`src/hdl/sdc_pkg.sv`:
```
// constants, state type and register map for the serial link receive core
// assumes a 100 MHz ref_clk; shared by the core, the lane deframer, the serializer model and the bench
package sdc_pkg;

    // ----------------------------------------
    // symbol and pixel layout
    // ----------------------------------------
    localparam int SYM_W     = 35;
    localparam int PAY_W     = 33;
    localparam int PIX_W     = 27;
    localparam int I2C_POS   = 27;
    localparam int GPIO_POS  = 28;
    localparam int GPIO_W    = 4;
    localparam int UI_N      = 7;
    localparam int PAIR_N    = 4;
    localparam logic [PAY_W-1:0] SCRAMBLE_MASK = 33'h0_5a3c_96e1;
    localparam logic [UI_N-1:0]  CLK_PATTERN   = 7'h63;

    // ----------------------------------------
    // timing
    // ----------------------------------------
    localparam int REF_CLK_MHZ  = 100;
    localparam int STATIC_NS    = 2000;
    localparam int STATIC_CYC   = (STATIC_NS * REF_CLK_MHZ) / 1000;
    localparam int BC_SLOW_MBPS = 5;
    localparam int BC_FAST_MBPS = 20;
    localparam int BC_DIV_SLOW  = REF_CLK_MHZ / BC_SLOW_MBPS;
    localparam int BC_DIV_FAST  = REF_CLK_MHZ / BC_FAST_MBPS;
    localparam int BC_FRAME_W   = 11;

    // ----------------------------------------
    // register map
    // ----------------------------------------
    localparam logic [7:0] ADDR_CFG    = 8'h02;
    localparam logic [7:0] ADDR_GPCFG  = 8'h1d;
    localparam logic [7:0] ADDR_PSEL   = 8'h34;
    localparam logic [7:0] ADDR_MODE   = 8'h58;
    localparam logic [7:0] ADDR_STAT   = 8'h5a;
    localparam int CFG_OE_BIT    = 7;
    localparam int CFG_OSC_BIT   = 5;
    localparam int CFG_SLEEP_BIT = 4;
    localparam int MODE_LANE_BIT = 0;
    localparam int MODE_LVDS_BIT = 1;
    localparam logic [7:0] CFG_RST   = 8'h90;
    localparam logic [1:0] PSEL_RST  = 2'h1;
    localparam logic [7:0] MODE_RST  = 8'h00;
    localparam logic [7:0] GPCFG_RST = 8'h00;

    typedef enum logic [2:0] {
        ST_OFF    = 3'b001,
        ST_ACQ    = 3'b010,
        ST_LOCKED = 3'b100
    } sdc_state_t;

endpackage

```
`src/hdl/sdc_deframer.sv`:
```
// one serial lane: symbol framing on embedded clock bits, lock and descramble
// assumes bit_i and strobe_i already live in the ref_clk domain
`timescale 1ns/1ps
module sdc_deframer import sdc_pkg::*; #(
    parameter int LOCK_GOOD = 4
) (
    // clock and reset
    input  wire logic             ref_clk,
    input  wire logic             rst,
    // sampled lane
    input  wire logic             bit_i,
    input  wire logic             strobe_i,
    // recovered symbols
    output logic [PAY_W-1:0]      payload_o,
    output logic                  sym_valid_o,
    output logic                  locked_o
);
    logic [SYM_W-1:0] sh_q;
    logic [SYM_W-1:0] sh_d;
    logic [5:0]       cnt_q;
    logic [3:0]       good_q;
    logic             boundary;
    logic             frame_ok;

    assign sh_d     = {bit_i, sh_q[SYM_W-1:1]};
    assign boundary = (cnt_q == 6'(SYM_W - 1));
    // first bit is the high clock bit, last the low one
    assign frame_ok = sh_d[0] & ~sh_d[SYM_W-1];

    always_ff @(posedge ref_clk) begin
        if (rst) begin
            sh_q <= '0;
        end else if (strobe_i) begin
            sh_q <= sh_d;
        end
    end

    // no reference clock, no training: hunt any bit position for framing
    always_ff @(posedge ref_clk) begin
        if (rst) begin
            cnt_q       <= '0;
            good_q      <= '0;
            locked_o    <= 1'b0;
            sym_valid_o <= 1'b0;
            payload_o   <= '0;
        end else begin
            sym_valid_o <= 1'b0;
            if (strobe_i) begin
                cnt_q <= boundary ? 6'h00 : cnt_q + 6'h01;
                if (!locked_o) begin
                    if (frame_ok && (good_q == 4'h0 || boundary)) begin
                        cnt_q  <= 6'h00;
                        good_q <= good_q + 4'h1;
                        locked_o <= (good_q == 4'(LOCK_GOOD - 1));
                    end else if (boundary) begin
                        good_q <= 4'h0;
                    end
                end else if (boundary) begin
                    if (frame_ok) begin
                        sym_valid_o <= 1'b1;
                        payload_o   <= sh_d[SYM_W-2:1] ^ SCRAMBLE_MASK;
                    end else begin
                        locked_o <= 1'b0;
                        good_q   <= 4'h0;
                    end
                end
            end
        end
    end
endmodule

```
`src/hdl/sdc_fifo.sv`:
```
// small synchronous fifo, flip-flop storage, depth a power of two
// assumes one clock; push ignored when full, pop ignored when empty
`timescale 1ns/1ps
module sdc_fifo #(
    parameter int W = 27,
    parameter int D = 8
) (
    // clock and reset
    input  wire logic         ref_clk,
    input  wire logic         rst,
    // fill side
    input  wire logic         in_valid,
    output logic              in_ready,
    input  wire logic [W-1:0] in_data,
    // drain side
    output logic              out_valid,
    input  wire logic         out_ready,
    output logic [W-1:0]      out_data
);
    localparam int AW = $clog2(D);

    logic [W-1:0]  mem_q [D];
    logic [AW-1:0] wr_q;
    logic [AW-1:0] rd_q;
    logic [AW:0]   cnt_q;
    logic          push;
    logic          pop;

    assign in_ready  = (cnt_q != (AW+1)'(D));
    assign out_valid = (cnt_q != '0);
    assign out_data  = mem_q[rd_q];
    assign push      = in_valid & in_ready;
    assign pop       = out_ready & out_valid;

    always_ff @(posedge ref_clk) begin
        if (push) begin
            mem_q[wr_q] <= in_data;
        end
    end

    always_ff @(posedge ref_clk) begin
        if (rst) begin
            wr_q  <= '0;
            rd_q  <= '0;
            cnt_q <= '0;
        end else begin
            if (push) begin
                wr_q <= wr_q + 1'b1;
            end
            if (pop) begin
                rd_q <= rd_q + 1'b1;
            end
            cnt_q <= cnt_q + (AW+1)'(push) - (AW+1)'(pop);
        end
    end
endmodule

```
`src/hdl/sdc_core.sv`:
```
// receive core of a serial video link: lanes in, lvds display pairs out
// assumes the link, power-down and strap pins are asynchronous to ref_clk and the link clock is far slower
`timescale 1ns/1ps
module sdc_core import sdc_pkg::*; #(
    parameter int FIFO_D       = 8,
    parameter int LOCK_GOOD    = 4,
    parameter int LINK_MIN_CYC = 2,
    parameter int LINK_MAX_CYC = 64
) (
    // clock and reset
    input  wire logic        ref_clk,
    input  wire logic        rst,
    // serial link pins
    input  wire logic        link_clk_pin,
    input  wire logic [1:0]  lane_pin,
    output logic [1:0]       bc_lane_o,
    output logic [1:0]       bc_lane_oe,
    // power and straps
    input  wire logic        powerdown_n_input,
    input  wire logic        backchannel_rate_strap,
    // local host register port
    input  wire logic        reg_wr,
    input  wire logic        reg_rd,
    input  wire logic [7:0]  reg_addr,
    input  wire logic [7:0]  reg_wdata,
    output logic [7:0]       reg_rdata,
    output logic             reg_rvalid,
    // back channel sources
    input  wire logic        bc_i2c_i,
    input  wire logic [3:0]  bc_gpio_i,
    // lvds display interface
    output logic [7:0]       lvds_data_pair,
    output logic             lvds_data_oe,
    output logic [1:0]       lvds_clk_pair,
    output logic             lvds_clk_oe,
    // status and forwarded sidebands
    output logic             lock_o,
    output logic             lock_oe,
    output logic [3:0]       gpio_o,
    output logic             gpio_oe,
    output logic             fwd_i2c_o,
    output logic             overflow_o
);
    // ----------------------------------------
    // pin synchronisers
    // ----------------------------------------
    localparam int PIN_N    = 5;
    localparam int PIN_LCLK = 0;
    localparam int PIN_L0   = 1;
    localparam int PIN_PDB  = 3;
    localparam int PIN_STRP = 4;

    logic [PIN_N-1:0] pin_v;
    logic [PIN_N-1:0] meta_q;
    logic [PIN_N-1:0] sync_q;

    assign pin_v = {backchannel_rate_strap, powerdown_n_input, lane_pin, link_clk_pin};

    genvar gi;
    generate
        for (gi = 0; gi < PIN_N; gi++) begin : g_sync
            always_ff @(posedge ref_clk) begin
                if (rst) begin
                    meta_q[gi] <= 1'b0;
                    sync_q[gi] <= 1'b0;
                end else begin
                    meta_q[gi] <= pin_v[gi];
                    sync_q[gi] <= meta_q[gi];
                end
            end
        end
    endgenerate

    // ----------------------------------------
    // power-down, strap and link edges
    // ----------------------------------------
    logic pd_n;
    logic irst;
    logic pd_prev_q;
    logic bc_fast_q;
    logic lclk_prev_q;
    logic link_rise;

    assign pd_n      = sync_q[PIN_PDB];
    assign irst      = rst | ~pd_n;
    assign link_rise = sync_q[PIN_LCLK] & ~lclk_prev_q;

    always_ff @(posedge ref_clk) begin
        if (rst) begin
            pd_prev_q   <= 1'b0;
            lclk_prev_q <= 1'b0;
        end else begin
            pd_prev_q   <= pd_n;
            lclk_prev_q <= sync_q[PIN_LCLK];
        end
    end

    // strap is caught on release of power-down, not under reset
    always_ff @(posedge ref_clk) begin
        if (rst) begin
            bc_fast_q <= 1'b0;
        end else if (pd_n && !pd_prev_q) begin
            bc_fast_q <= sync_q[PIN_STRP];
        end
    end

    // ----------------------------------------
    // link rate and static monitor
    // ----------------------------------------
    logic [7:0]  per_q;
    logic        rate_ok_q;
    logic [15:0] idle_q;
    logic        static_q;

    always_ff @(posedge ref_clk) begin
        if (irst) begin
            per_q     <= '0;
            rate_ok_q <= 1'b0;
        end else if (link_rise) begin
            per_q     <= '0;
            rate_ok_q <= (per_q >= 8'(LINK_MIN_CYC - 1)) && (per_q <= 8'(LINK_MAX_CYC - 1));
        end else if (per_q != 8'hff) begin
            per_q <= per_q + 8'h01;
        end
    end

    always_ff @(posedge ref_clk) begin
        if (irst) begin
            idle_q   <= '0;
            static_q <= 1'b1;
        end else if (link_rise) begin
            idle_q   <= '0;
            static_q <= 1'b0;
        end else if (idle_q == 16'(STATIC_CYC)) begin
            static_q <= 1'b1;
        end else begin
            idle_q <= idle_q + 16'h0001;
        end
    end

    // ----------------------------------------
    // registers
    // ----------------------------------------
    logic [7:0] cfg_q;
    logic [1:0] psel_q;
    logic [7:0] mode_q;
    logic [7:0] gpcfg_q [2];
    logic [1:0] lane_lock;
    logic       dual_lane;
    logic       dual_lvds;
    logic       rd_port;

    function automatic logic is_dup(input logic [7:0] a);
        return (a == ADDR_GPCFG) || (a == ADDR_STAT);
    endfunction

    assign dual_lane = mode_q[MODE_LANE_BIT];
    assign dual_lvds = mode_q[MODE_LVDS_BIT];
    assign rd_port   = psel_q[1];

    always_ff @(posedge ref_clk) begin
        if (rst) begin
            cfg_q  <= CFG_RST;
            psel_q <= PSEL_RST;
            mode_q <= MODE_RST;
        end else if (reg_wr && !is_dup(reg_addr)) begin
            if (reg_addr == ADDR_CFG) begin
                cfg_q <= reg_wdata;
            end else if (reg_addr == ADDR_PSEL) begin
                psel_q <= reg_wdata[1:0];
            end else if (reg_addr == ADDR_MODE) begin
                mode_q <= reg_wdata;
            end
        end
    end

    generate
        for (gi = 0; gi < 2; gi++) begin : g_dup
            always_ff @(posedge ref_clk) begin
                if (rst) begin
                    gpcfg_q[gi] <= GPCFG_RST;
                end else if (reg_wr && reg_addr == ADDR_GPCFG && psel_q[gi]) begin
                    gpcfg_q[gi] <= reg_wdata;
                end
            end
        end
    endgenerate

    always_ff @(posedge ref_clk) begin
        if (rst) begin
            reg_rdata  <= '0;
            reg_rvalid <= 1'b0;
        end else begin
            reg_rvalid <= reg_rd;
            if (!reg_rd) begin
                reg_rdata <= reg_rdata;
            end else if (reg_addr == ADDR_CFG) begin
                reg_rdata <= cfg_q;
            end else if (reg_addr == ADDR_PSEL) begin
                reg_rdata <= {6'h00, psel_q};
            end else if (reg_addr == ADDR_MODE) begin
                reg_rdata <= mode_q;
            end else if (reg_addr == ADDR_GPCFG) begin
                reg_rdata <= gpcfg_q[rd_port];
            end else if (reg_addr == ADDR_STAT) begin
                reg_rdata <= {5'h00, static_q, rate_ok_q, lane_lock[rd_port]};
            end else begin
                reg_rdata <= 8'h00;
            end
        end
    end

    // ----------------------------------------
    // lane deframers and fifo fill
    // ----------------------------------------
    logic [PAY_W-1:0] pay [2];
    logic [1:0]       sym_v;
    logic [PIX_W-1:0] pend_q;
    logic             pend_v_q;
    logic             f_in_valid;
    logic             f_in_ready;
    logic [PIX_W-1:0] f_in_data;
    logic             f_out_valid;
    logic             f_out_ready;
    logic [PIX_W-1:0] f_out_data;
    logic             lock_int;

    generate
        for (gi = 0; gi < 2; gi++) begin : g_lane
            sdc_deframer #(
                .LOCK_GOOD   (LOCK_GOOD)
            ) u_deframer (
                .ref_clk     (ref_clk),
                .rst         (irst),
                .bit_i       (sync_q[PIN_L0 + gi]),
                .strobe_i    (link_rise),
                .payload_o   (pay[gi]),
                .sym_valid_o (sym_v[gi]),
                .locked_o    (lane_lock[gi])
            );
        end
    endgenerate

    // both lanes finish together; the second word waits one cycle
    assign f_in_valid = sym_v[0] | pend_v_q;
    assign f_in_data  = sym_v[0] ? pay[0][PIX_W-1:0] : pend_q;
    assign lock_int   = lane_lock[0] & (lane_lock[1] | ~dual_lane) & rate_ok_q & ~static_q;

    always_ff @(posedge ref_clk) begin
        if (irst) begin
            pend_q   <= '0;
            pend_v_q <= 1'b0;
        end else begin
            pend_v_q <= sym_v[1] & dual_lane;
            pend_q   <= pay[1][PIX_W-1:0];
        end
    end

    // the link cannot be paused, so a refused push is counted as lost
    always_ff @(posedge ref_clk) begin
        if (irst) begin
            overflow_o <= 1'b0;
        end else if (f_in_valid && !f_in_ready) begin
            overflow_o <= 1'b1;
        end
    end

    sdc_fifo #(
        .W         (PIX_W),
        .D         (FIFO_D)
    ) u_fifo (
        .ref_clk   (ref_clk),
        .rst       (irst),
        .in_valid  (f_in_valid),
        .in_ready  (f_in_ready),
        .in_data   (f_in_data),
        .out_valid (f_out_valid),
        .out_ready (f_out_ready),
        .out_data  (f_out_data)
    );

    // ----------------------------------------
    // lock state
    // ----------------------------------------
    sdc_state_t st_q;

    always_ff @(posedge ref_clk) begin
        if (rst) begin
            st_q <= ST_OFF;
        end else begin
            case (st_q)
                ST_OFF:    st_q <= pd_n ? ST_ACQ : ST_OFF;
                ST_ACQ:    st_q <= !pd_n ? ST_OFF : (lock_int ? ST_LOCKED : ST_ACQ);
                ST_LOCKED: st_q <= !pd_n ? ST_OFF : (lock_int ? ST_LOCKED : ST_ACQ);
                default:   st_q <= ST_OFF;
            endcase
        end
    end

    // ----------------------------------------
    // lvds serialiser
    // ----------------------------------------
    localparam int WORD_W = UI_N * PAIR_N;

    logic [2:0]        ui_q;
    logic              ui_last;
    logic [PIX_W-1:0]  cur_pix;
    logic [PIX_W-1:0]  wa_q;
    logic [WORD_W-1:0] word_a;
    logic [WORD_W-1:0] word_b;
    logic [UI_N-1:0]   sh_q [2*PAIR_N];

    assign ui_last     = (ui_q == 3'(UI_N - 1));
    assign cur_pix     = f_out_valid ? f_out_data : '0;
    assign f_out_ready = ui_last | (dual_lvds & (ui_q == 3'(UI_N - 2)));
    assign word_a      = {1'b0, dual_lvds ? wa_q : cur_pix};
    assign word_b      = dual_lvds ? {1'b0, cur_pix} : '0;

    always_ff @(posedge ref_clk) begin
        if (irst) begin
            ui_q <= '0;
            wa_q <= '0;
        end else begin
            ui_q <= ui_last ? 3'h0 : ui_q + 3'h1;
            if (f_out_ready) begin
                wa_q <= cur_pix;
            end
        end
    end

    generate
        for (gi = 0; gi < 2 * PAIR_N; gi++) begin : g_pair
            always_ff @(posedge ref_clk) begin
                if (irst) begin
                    sh_q[gi] <= '0;
                end else if (ui_last) begin
                    sh_q[gi] <= (gi < PAIR_N) ? word_a[UI_N*(gi%PAIR_N) +: UI_N]
                                              : word_b[UI_N*(gi%PAIR_N) +: UI_N];
                end else begin
                    sh_q[gi] <= {1'b0, sh_q[gi][UI_N-1:1]};
                end
            end
        end
    endgenerate

    // ----------------------------------------
    // output pin states
    // ----------------------------------------
    logic       oe_cfg;
    logic       sleep_sel;
    logic       valid_out;
    logic       clk_bit;
    logic [7:0] data_bits;

    assign oe_cfg    = cfg_q[CFG_OE_BIT];
    assign sleep_sel = cfg_q[CFG_SLEEP_BIT];
    assign valid_out = (st_q == ST_LOCKED) & oe_cfg & sleep_sel;
    assign clk_bit   = CLK_PATTERN[ui_q];

    generate
        for (gi = 0; gi < 2 * PAIR_N; gi++) begin : g_bits
            assign data_bits[gi] = sh_q[gi][0];
        end
    endgenerate

    always_ff @(posedge ref_clk) begin
        if (rst || st_q == ST_OFF) begin
            lock_oe      <= 1'b0;
            lvds_data_oe <= 1'b0;
            lvds_clk_oe  <= 1'b0;
            gpio_oe      <= 1'b0;
            lock_o       <= 1'b0;
            lvds_data_pair <= '0;
            lvds_clk_pair  <= '0;
            gpio_o       <= '0;
            fwd_i2c_o    <= 1'b0;
        end else begin
            lock_oe      <= oe_cfg | ~sleep_sel || sleep_sel;
            lvds_data_oe <= oe_cfg | ~sleep_sel;
            lvds_clk_oe  <= oe_cfg | ~sleep_sel;
            gpio_oe      <= (oe_cfg | ~sleep_sel) & (gpcfg_q[0] != 8'h00);
            lock_o       <= (st_q == ST_LOCKED) & (sleep_sel | oe_cfg) & ~(oe_cfg & ~sleep_sel);
            lvds_data_pair <= valid_out ? data_bits : 8'h00;
            if (valid_out) begin
                lvds_clk_pair <= {dual_lvds & clk_bit, clk_bit};
            end else if (oe_cfg && !sleep_sel && static_q && cfg_q[CFG_OSC_BIT]) begin
                lvds_clk_pair <= {clk_bit, clk_bit};
            end else begin
                lvds_clk_pair <= 2'h0;
            end
            if (valid_out && sym_v[0]) begin
                gpio_o    <= pay[0][GPIO_POS +: GPIO_W];
                fwd_i2c_o <= pay[0][I2C_POS];
            end else if (!valid_out) begin
                gpio_o    <= '0;
                fwd_i2c_o <= 1'b1;
            end
        end
    end

    // ----------------------------------------
    // back channel transmitter
    // ----------------------------------------
    logic [4:0]            bdiv_q;
    logic [3:0]            bbit_q;
    logic [BC_FRAME_W-1:0] bfr_q;
    logic [3:0]            crc;
    logic                  btick;

    assign crc   = {bc_gpio_i[3] ^ bc_i2c_i, bc_gpio_i[3:1] ^ bc_gpio_i[2:0]} ^ 4'ha;
    assign btick = (bdiv_q == (bc_fast_q ? 5'(BC_DIV_FAST - 1) : 5'(BC_DIV_SLOW - 1)));

    always_ff @(posedge ref_clk) begin
        if (irst) begin
            bdiv_q <= '0;
            bbit_q <= '0;
            bfr_q  <= '0;
        end else begin
            bdiv_q <= btick ? 5'h00 : bdiv_q + 5'h01;
            if (btick && bbit_q == 4'h0) begin
                bfr_q  <= {1'b0, crc, bc_gpio_i, bc_i2c_i, 1'b1};
                bbit_q <= 4'(BC_FRAME_W - 1);
            end else if (btick) begin
                bfr_q  <= {1'b0, bfr_q[BC_FRAME_W-1:1]};
                bbit_q <= bbit_q - 4'h1;
            end
        end
    end

    always_ff @(posedge ref_clk) begin
        if (irst) begin
            bc_lane_o  <= '0;
            bc_lane_oe <= '0;
        end else begin
            bc_lane_o  <= {2{bfr_q[0]}};
            bc_lane_oe <= {dual_lane, 1'b1};
        end
    end
endmodule

```
`config.mk`:
```
export PLATFORM = sky130hd
export DESIGN_NAME = sdc_core
export DESIGN_NICKNAME = d
export VERILOG_FILES = /design/src/hdl/sdc_pkg.sv /design/src/hdl/sdc_deframer.sv /design/src/hdl/sdc_fifo.sv /design/src/hdl/sdc_core.sv
export SDC_FILE = /design/constraint.sdc
export NUM_CORES = 1
export LEC_CHECK = 0
export ABC_AREA = 1
export ABC_CLOCK_PERIOD_IN_PS = 3800
export BUFFER_PORTS_ARGS = -buffer_cell sky130_fd_sc_hd__buf_2
export CORE_MARGIN = 4
export CORE_UTILIZATION = 40
export DETAILED_ROUTE_END_ITERATION = 16
export HOLD_SLACK_MARGIN = 0.08
export SYNTH_ARGS = -nofsm -noshare
export SYNTH_HDL_FRONTEND = slang
export SYNTH_SLANG_ARGS = --single-unit
```
`constraint.sdc`:
```
create_clock -name ref_clk -period 3.8 [get_ports ref_clk]
set_clock_uncertainty 0.1 [all_clocks]
set_input_delay 0.57 -clock ref_clk [delete_from_list [all_inputs] [get_ports ref_clk]]
set_output_delay 0.57 -clock ref_clk [all_outputs]
set_load 0.02 [all_outputs]
```
==> flow_summary_export.csv <==
group,metric,value,unit
run_status,status,"finished, final reports clean",
sta,clock.fmax,0.396,GHz
yosys,syn-instance-count,2422,
pwr,finalPower,13300,uW
sta,hold_viol_final,0,
grt,use_met2,28.3,%
floorplan,die-width,254,um
layout,stdcell_area,27600,um2
floorplan,io_pins,64,
placed_design,port_buffers,63,
clock_network,htree_num_levels,2,
job,maxCapViolations,0,
yosys,synth-seq-cells,621,
sta,setup_viol,0,
setup_path,path_class,"flip-flop to flip-flop",
min_path,hold_depth,3,
layout,area_growth,14.1,%
floorplan,die_y,254,um
grt,overflow,0,
floorplan,core,59400,um2
drt,routed_wirelength,54400,um
grt,grt_use_met3,2.64,%
sta,worstMarginPinSlew,0.846,ns
placed_design,dp_cells,3227,
layout,final_common_cell,"dfxtp_1",
layout,num-fill-cells,5510,
clock_network,worstSkewPairLatency,0.62,ns
clock_network,cts_tree,"yes",
clock_network,numCtsBuffers,60,
grt,grt_max_degree,109,
sta,max_slew_margin,43.5,%
floorplan,start_util,40.7,%
sta,maxSlewViolCount,0,
sta,finalSetupTns,0,ns
drt,drtIter0Drc,1228,
setup_path,reg2reg_from,"ui_q[0]",
sta,fin_crit_sh,66.4,%
yosys,syn_avg_cell_area,9.97,um2
yosys,async_reset_ff_share,0,%
min_path,hold_end,"cfg_q[7]",
setup_path,cp.required,4.20,ns
placed_design,hpwl,33500,um
placed_design,place_congestion,0.842,
pwr,power.static_leakage,0.00976,uW
grt,grt_pass1_wl,86900,um
grt,grt_use_total,16.7,%
setup_path,r2r_cells,13,
yosys,yosys_warnings,0,
placed_design,placement.cell_area,25400,um2
drt,dr_total_vias,17100,
layout,mostFrequentLayoutCells,"dfxtp_1 (333), nor2_1 (321), nand2_1 (313)",
yosys,synthTopCellsByArea,"edfxtp_1 (36%), dfxtp_1 (28%), nor2_1 (5.1%)",
clock_network,clkTransAtPathRegs,0.07,ns
setup_path,endpoint_kind,"flip-flop",
clock_network,post_cts.repair.setup_buffers,0,
yosys,ys.flop_type,"dfxtp_1",
min_path,hp-start,"reg_wdata[7]",
yosys,yosysUniqueCellTypes,47,
floorplan,die-area,64400,um2
grt,top_usage_layer,"met2",
sta,fin_crit,2.52,ns
floorplan,std_cell_rows,89,
layout,drive_above_1_share,9.53,%
clock_network,cts_sinks,621,
drt,drtPass1Iterations,5,
setup_path,r2r_setup_slack,1.28,ns
setup_path,critPathMaxFanout,7,
layout,multi_input_area,7590,um2
layout,seqCellArea,15300,um2
grt,grtUsageMet1,22.1,%
yosys,synth_edf_count,286,
drt,ant_nets,0,
clock_network,root_buffer,"clkbuf_16",
yosys,yosys.area.top_type_share,35.6,%
grt,first_global_vias,16400,
sta,hold_slack,0.116,ns
yosys,yosysTopAreaCell,"edfxtp_1",
clock_network,cts_max_path_buffers,3,
grt,antenna_found_initial,0,
setup_path,reg2reg_to,"u_fifo.cnt_q[2]",
drt,drcViolationCount,0,
yosys,netlist_area,24200,um2
sta,rsz0062_at_grt,"false",
min_path,hp-class,"input port to flip-flop",
pwr,irDropWorstVdd,0.419,mV
yosys,seq_area_frac_synth,63.3,%
setup_path,arrival,2.93,ns
layout,nets,2583,
pwr,power_density,484,nW/um2
drt,via_per_inst,5.10,
layout,final_cells,3344,
setup_path,critPathLaunchType,"flip-flop",
drt,wl_per_cell,16.3,um
clock_network,cts_resized,0,
sequential cells by signal (all words and copies together) (netlist names), 10 cells and up, named ones only:
name and flops:
sh_q 54, bfr_q 10, u_fifo.mem_q 216, wa_q 27
gpcfg_q 16, pend_q 27, idle_q 16, g_lane.u_deframer.cnt_q 12
g_lane.u_deframer.payload_o 59, g_lane.u_deframer.sh_q 68
per-stage QoR:
stage               utilization, %  setup slack, ns
CTS                           46.4             1.30
floorplan                        -             1.22
global placement              42.8             1.08
global route                  46.4             1.08
detailed placement            42.8             1.02
finish                        46.4             1.28
cell families (layout without fill, tap and decap cells):
group / Yosys count / after routing / share of synthesized area, %
AND/OR/NAND/NOR: 790 / 790 / 13.6
flip-flops: 621 / 621 / 63.3
AO/OA/AOI/OAI: 590 / 590 / 14.7
buffers and inverters: 373 / 468 / 6.17
adder cells (fa/ha/maj): 28 / 28 / 1.48
XOR/XNOR: 19 / 19 / 0.689
other: 1 / 55 / 0.0155
Yosys cell counts, types with 2 or more instances:
master	count
a211oi_1	17
a21oi_1	105
a22o_1	23
a22oi_1	8
a22oi_2	19
a31oi_1	10
buf_1	5
buf_2	34
buf_4	9
buf_6	2
clkbuf_1	63
clkinv_1	2
dfxtp_1	335
edfxtp_1	286
ha_1	27
inv_1	247
inv_2	11
nand2_1	314
nand2_2	3
nand2_4	2
nand3_1	93
nand4_1	11
nor2_1	329
nor2_2	3
nor2_4	2
nor3_1	15
nor3_4	3
nor3b_1	3
nor4_1	2
o211ai_1	56
o21a_1	2
o21ai_0	229
o21ai_1	20
o21bai_1	24
o22ai_1	74
o31ai_1	2
or2_2	5
xnor2_1	5
xor2_1	14
per-layer routing:
metal,up-vias,share of wire (%)
li1,8408,-
met1,8213,44
met2,351,48
met3,83,4.8
met4,0,2.6
met5,-,0
worst max path at each step:
stage | from | to | slack, ns
after floorplan | u_fifo.cnt_q[2] | u_fifo.mem_q[0][0] | 1.22
after global placement | rst | sh_q[0][18] | 1.08
after detailed placement | rst | sh_q[0][17] | 1.02
after CTS | ui_q[0] | u_fifo.cnt_q[2] | 1.30
after global routing | ui_q[0] | u_fifo.cnt_q[2] | 1.08
final | ui_q[0] | u_fifo.cnt_q[2] | 1.28
worst max-delay path, stage by stage (launching register included):
cell and delay, ns:
dfxtp_1 0.42, inv_1 0.07, ha_1 0.20, nand2_1 0.13
nand2_1 0.10, nand2_1 0.08, inv_1 0.10, ha_1 0.30
inv_1 0.06, ha_1 0.17, inv_1 0.06, fa_1 0.40
xor2_1 0.14, nor2_1 0.06
report_power, final:
group	switching [uW]	total (uW)	internal [uW]
combinational	118	173	54.8
clock	2530	6170	3640
sequential	19.6	7010	6990
total	2660	13300	10700
layout make-up:
class	instances	area share [%]
flip-flops and latches	621	55.5
repair buffers	101	2.44
inverters	260	3.54
diodes	1	0.00908
well taps	773	3.51
clock inverters	33	1.54
clock buffers	74	5.90
multi-input cells	1481	27.5
timing repair:
item | in CTS | in global routing
endpoints found under the setup margin | 0 | 0
hold buffers | 9 | 0
endpoints found under the hold margin | 9 | 0
(Power assumes the default switching activity.)
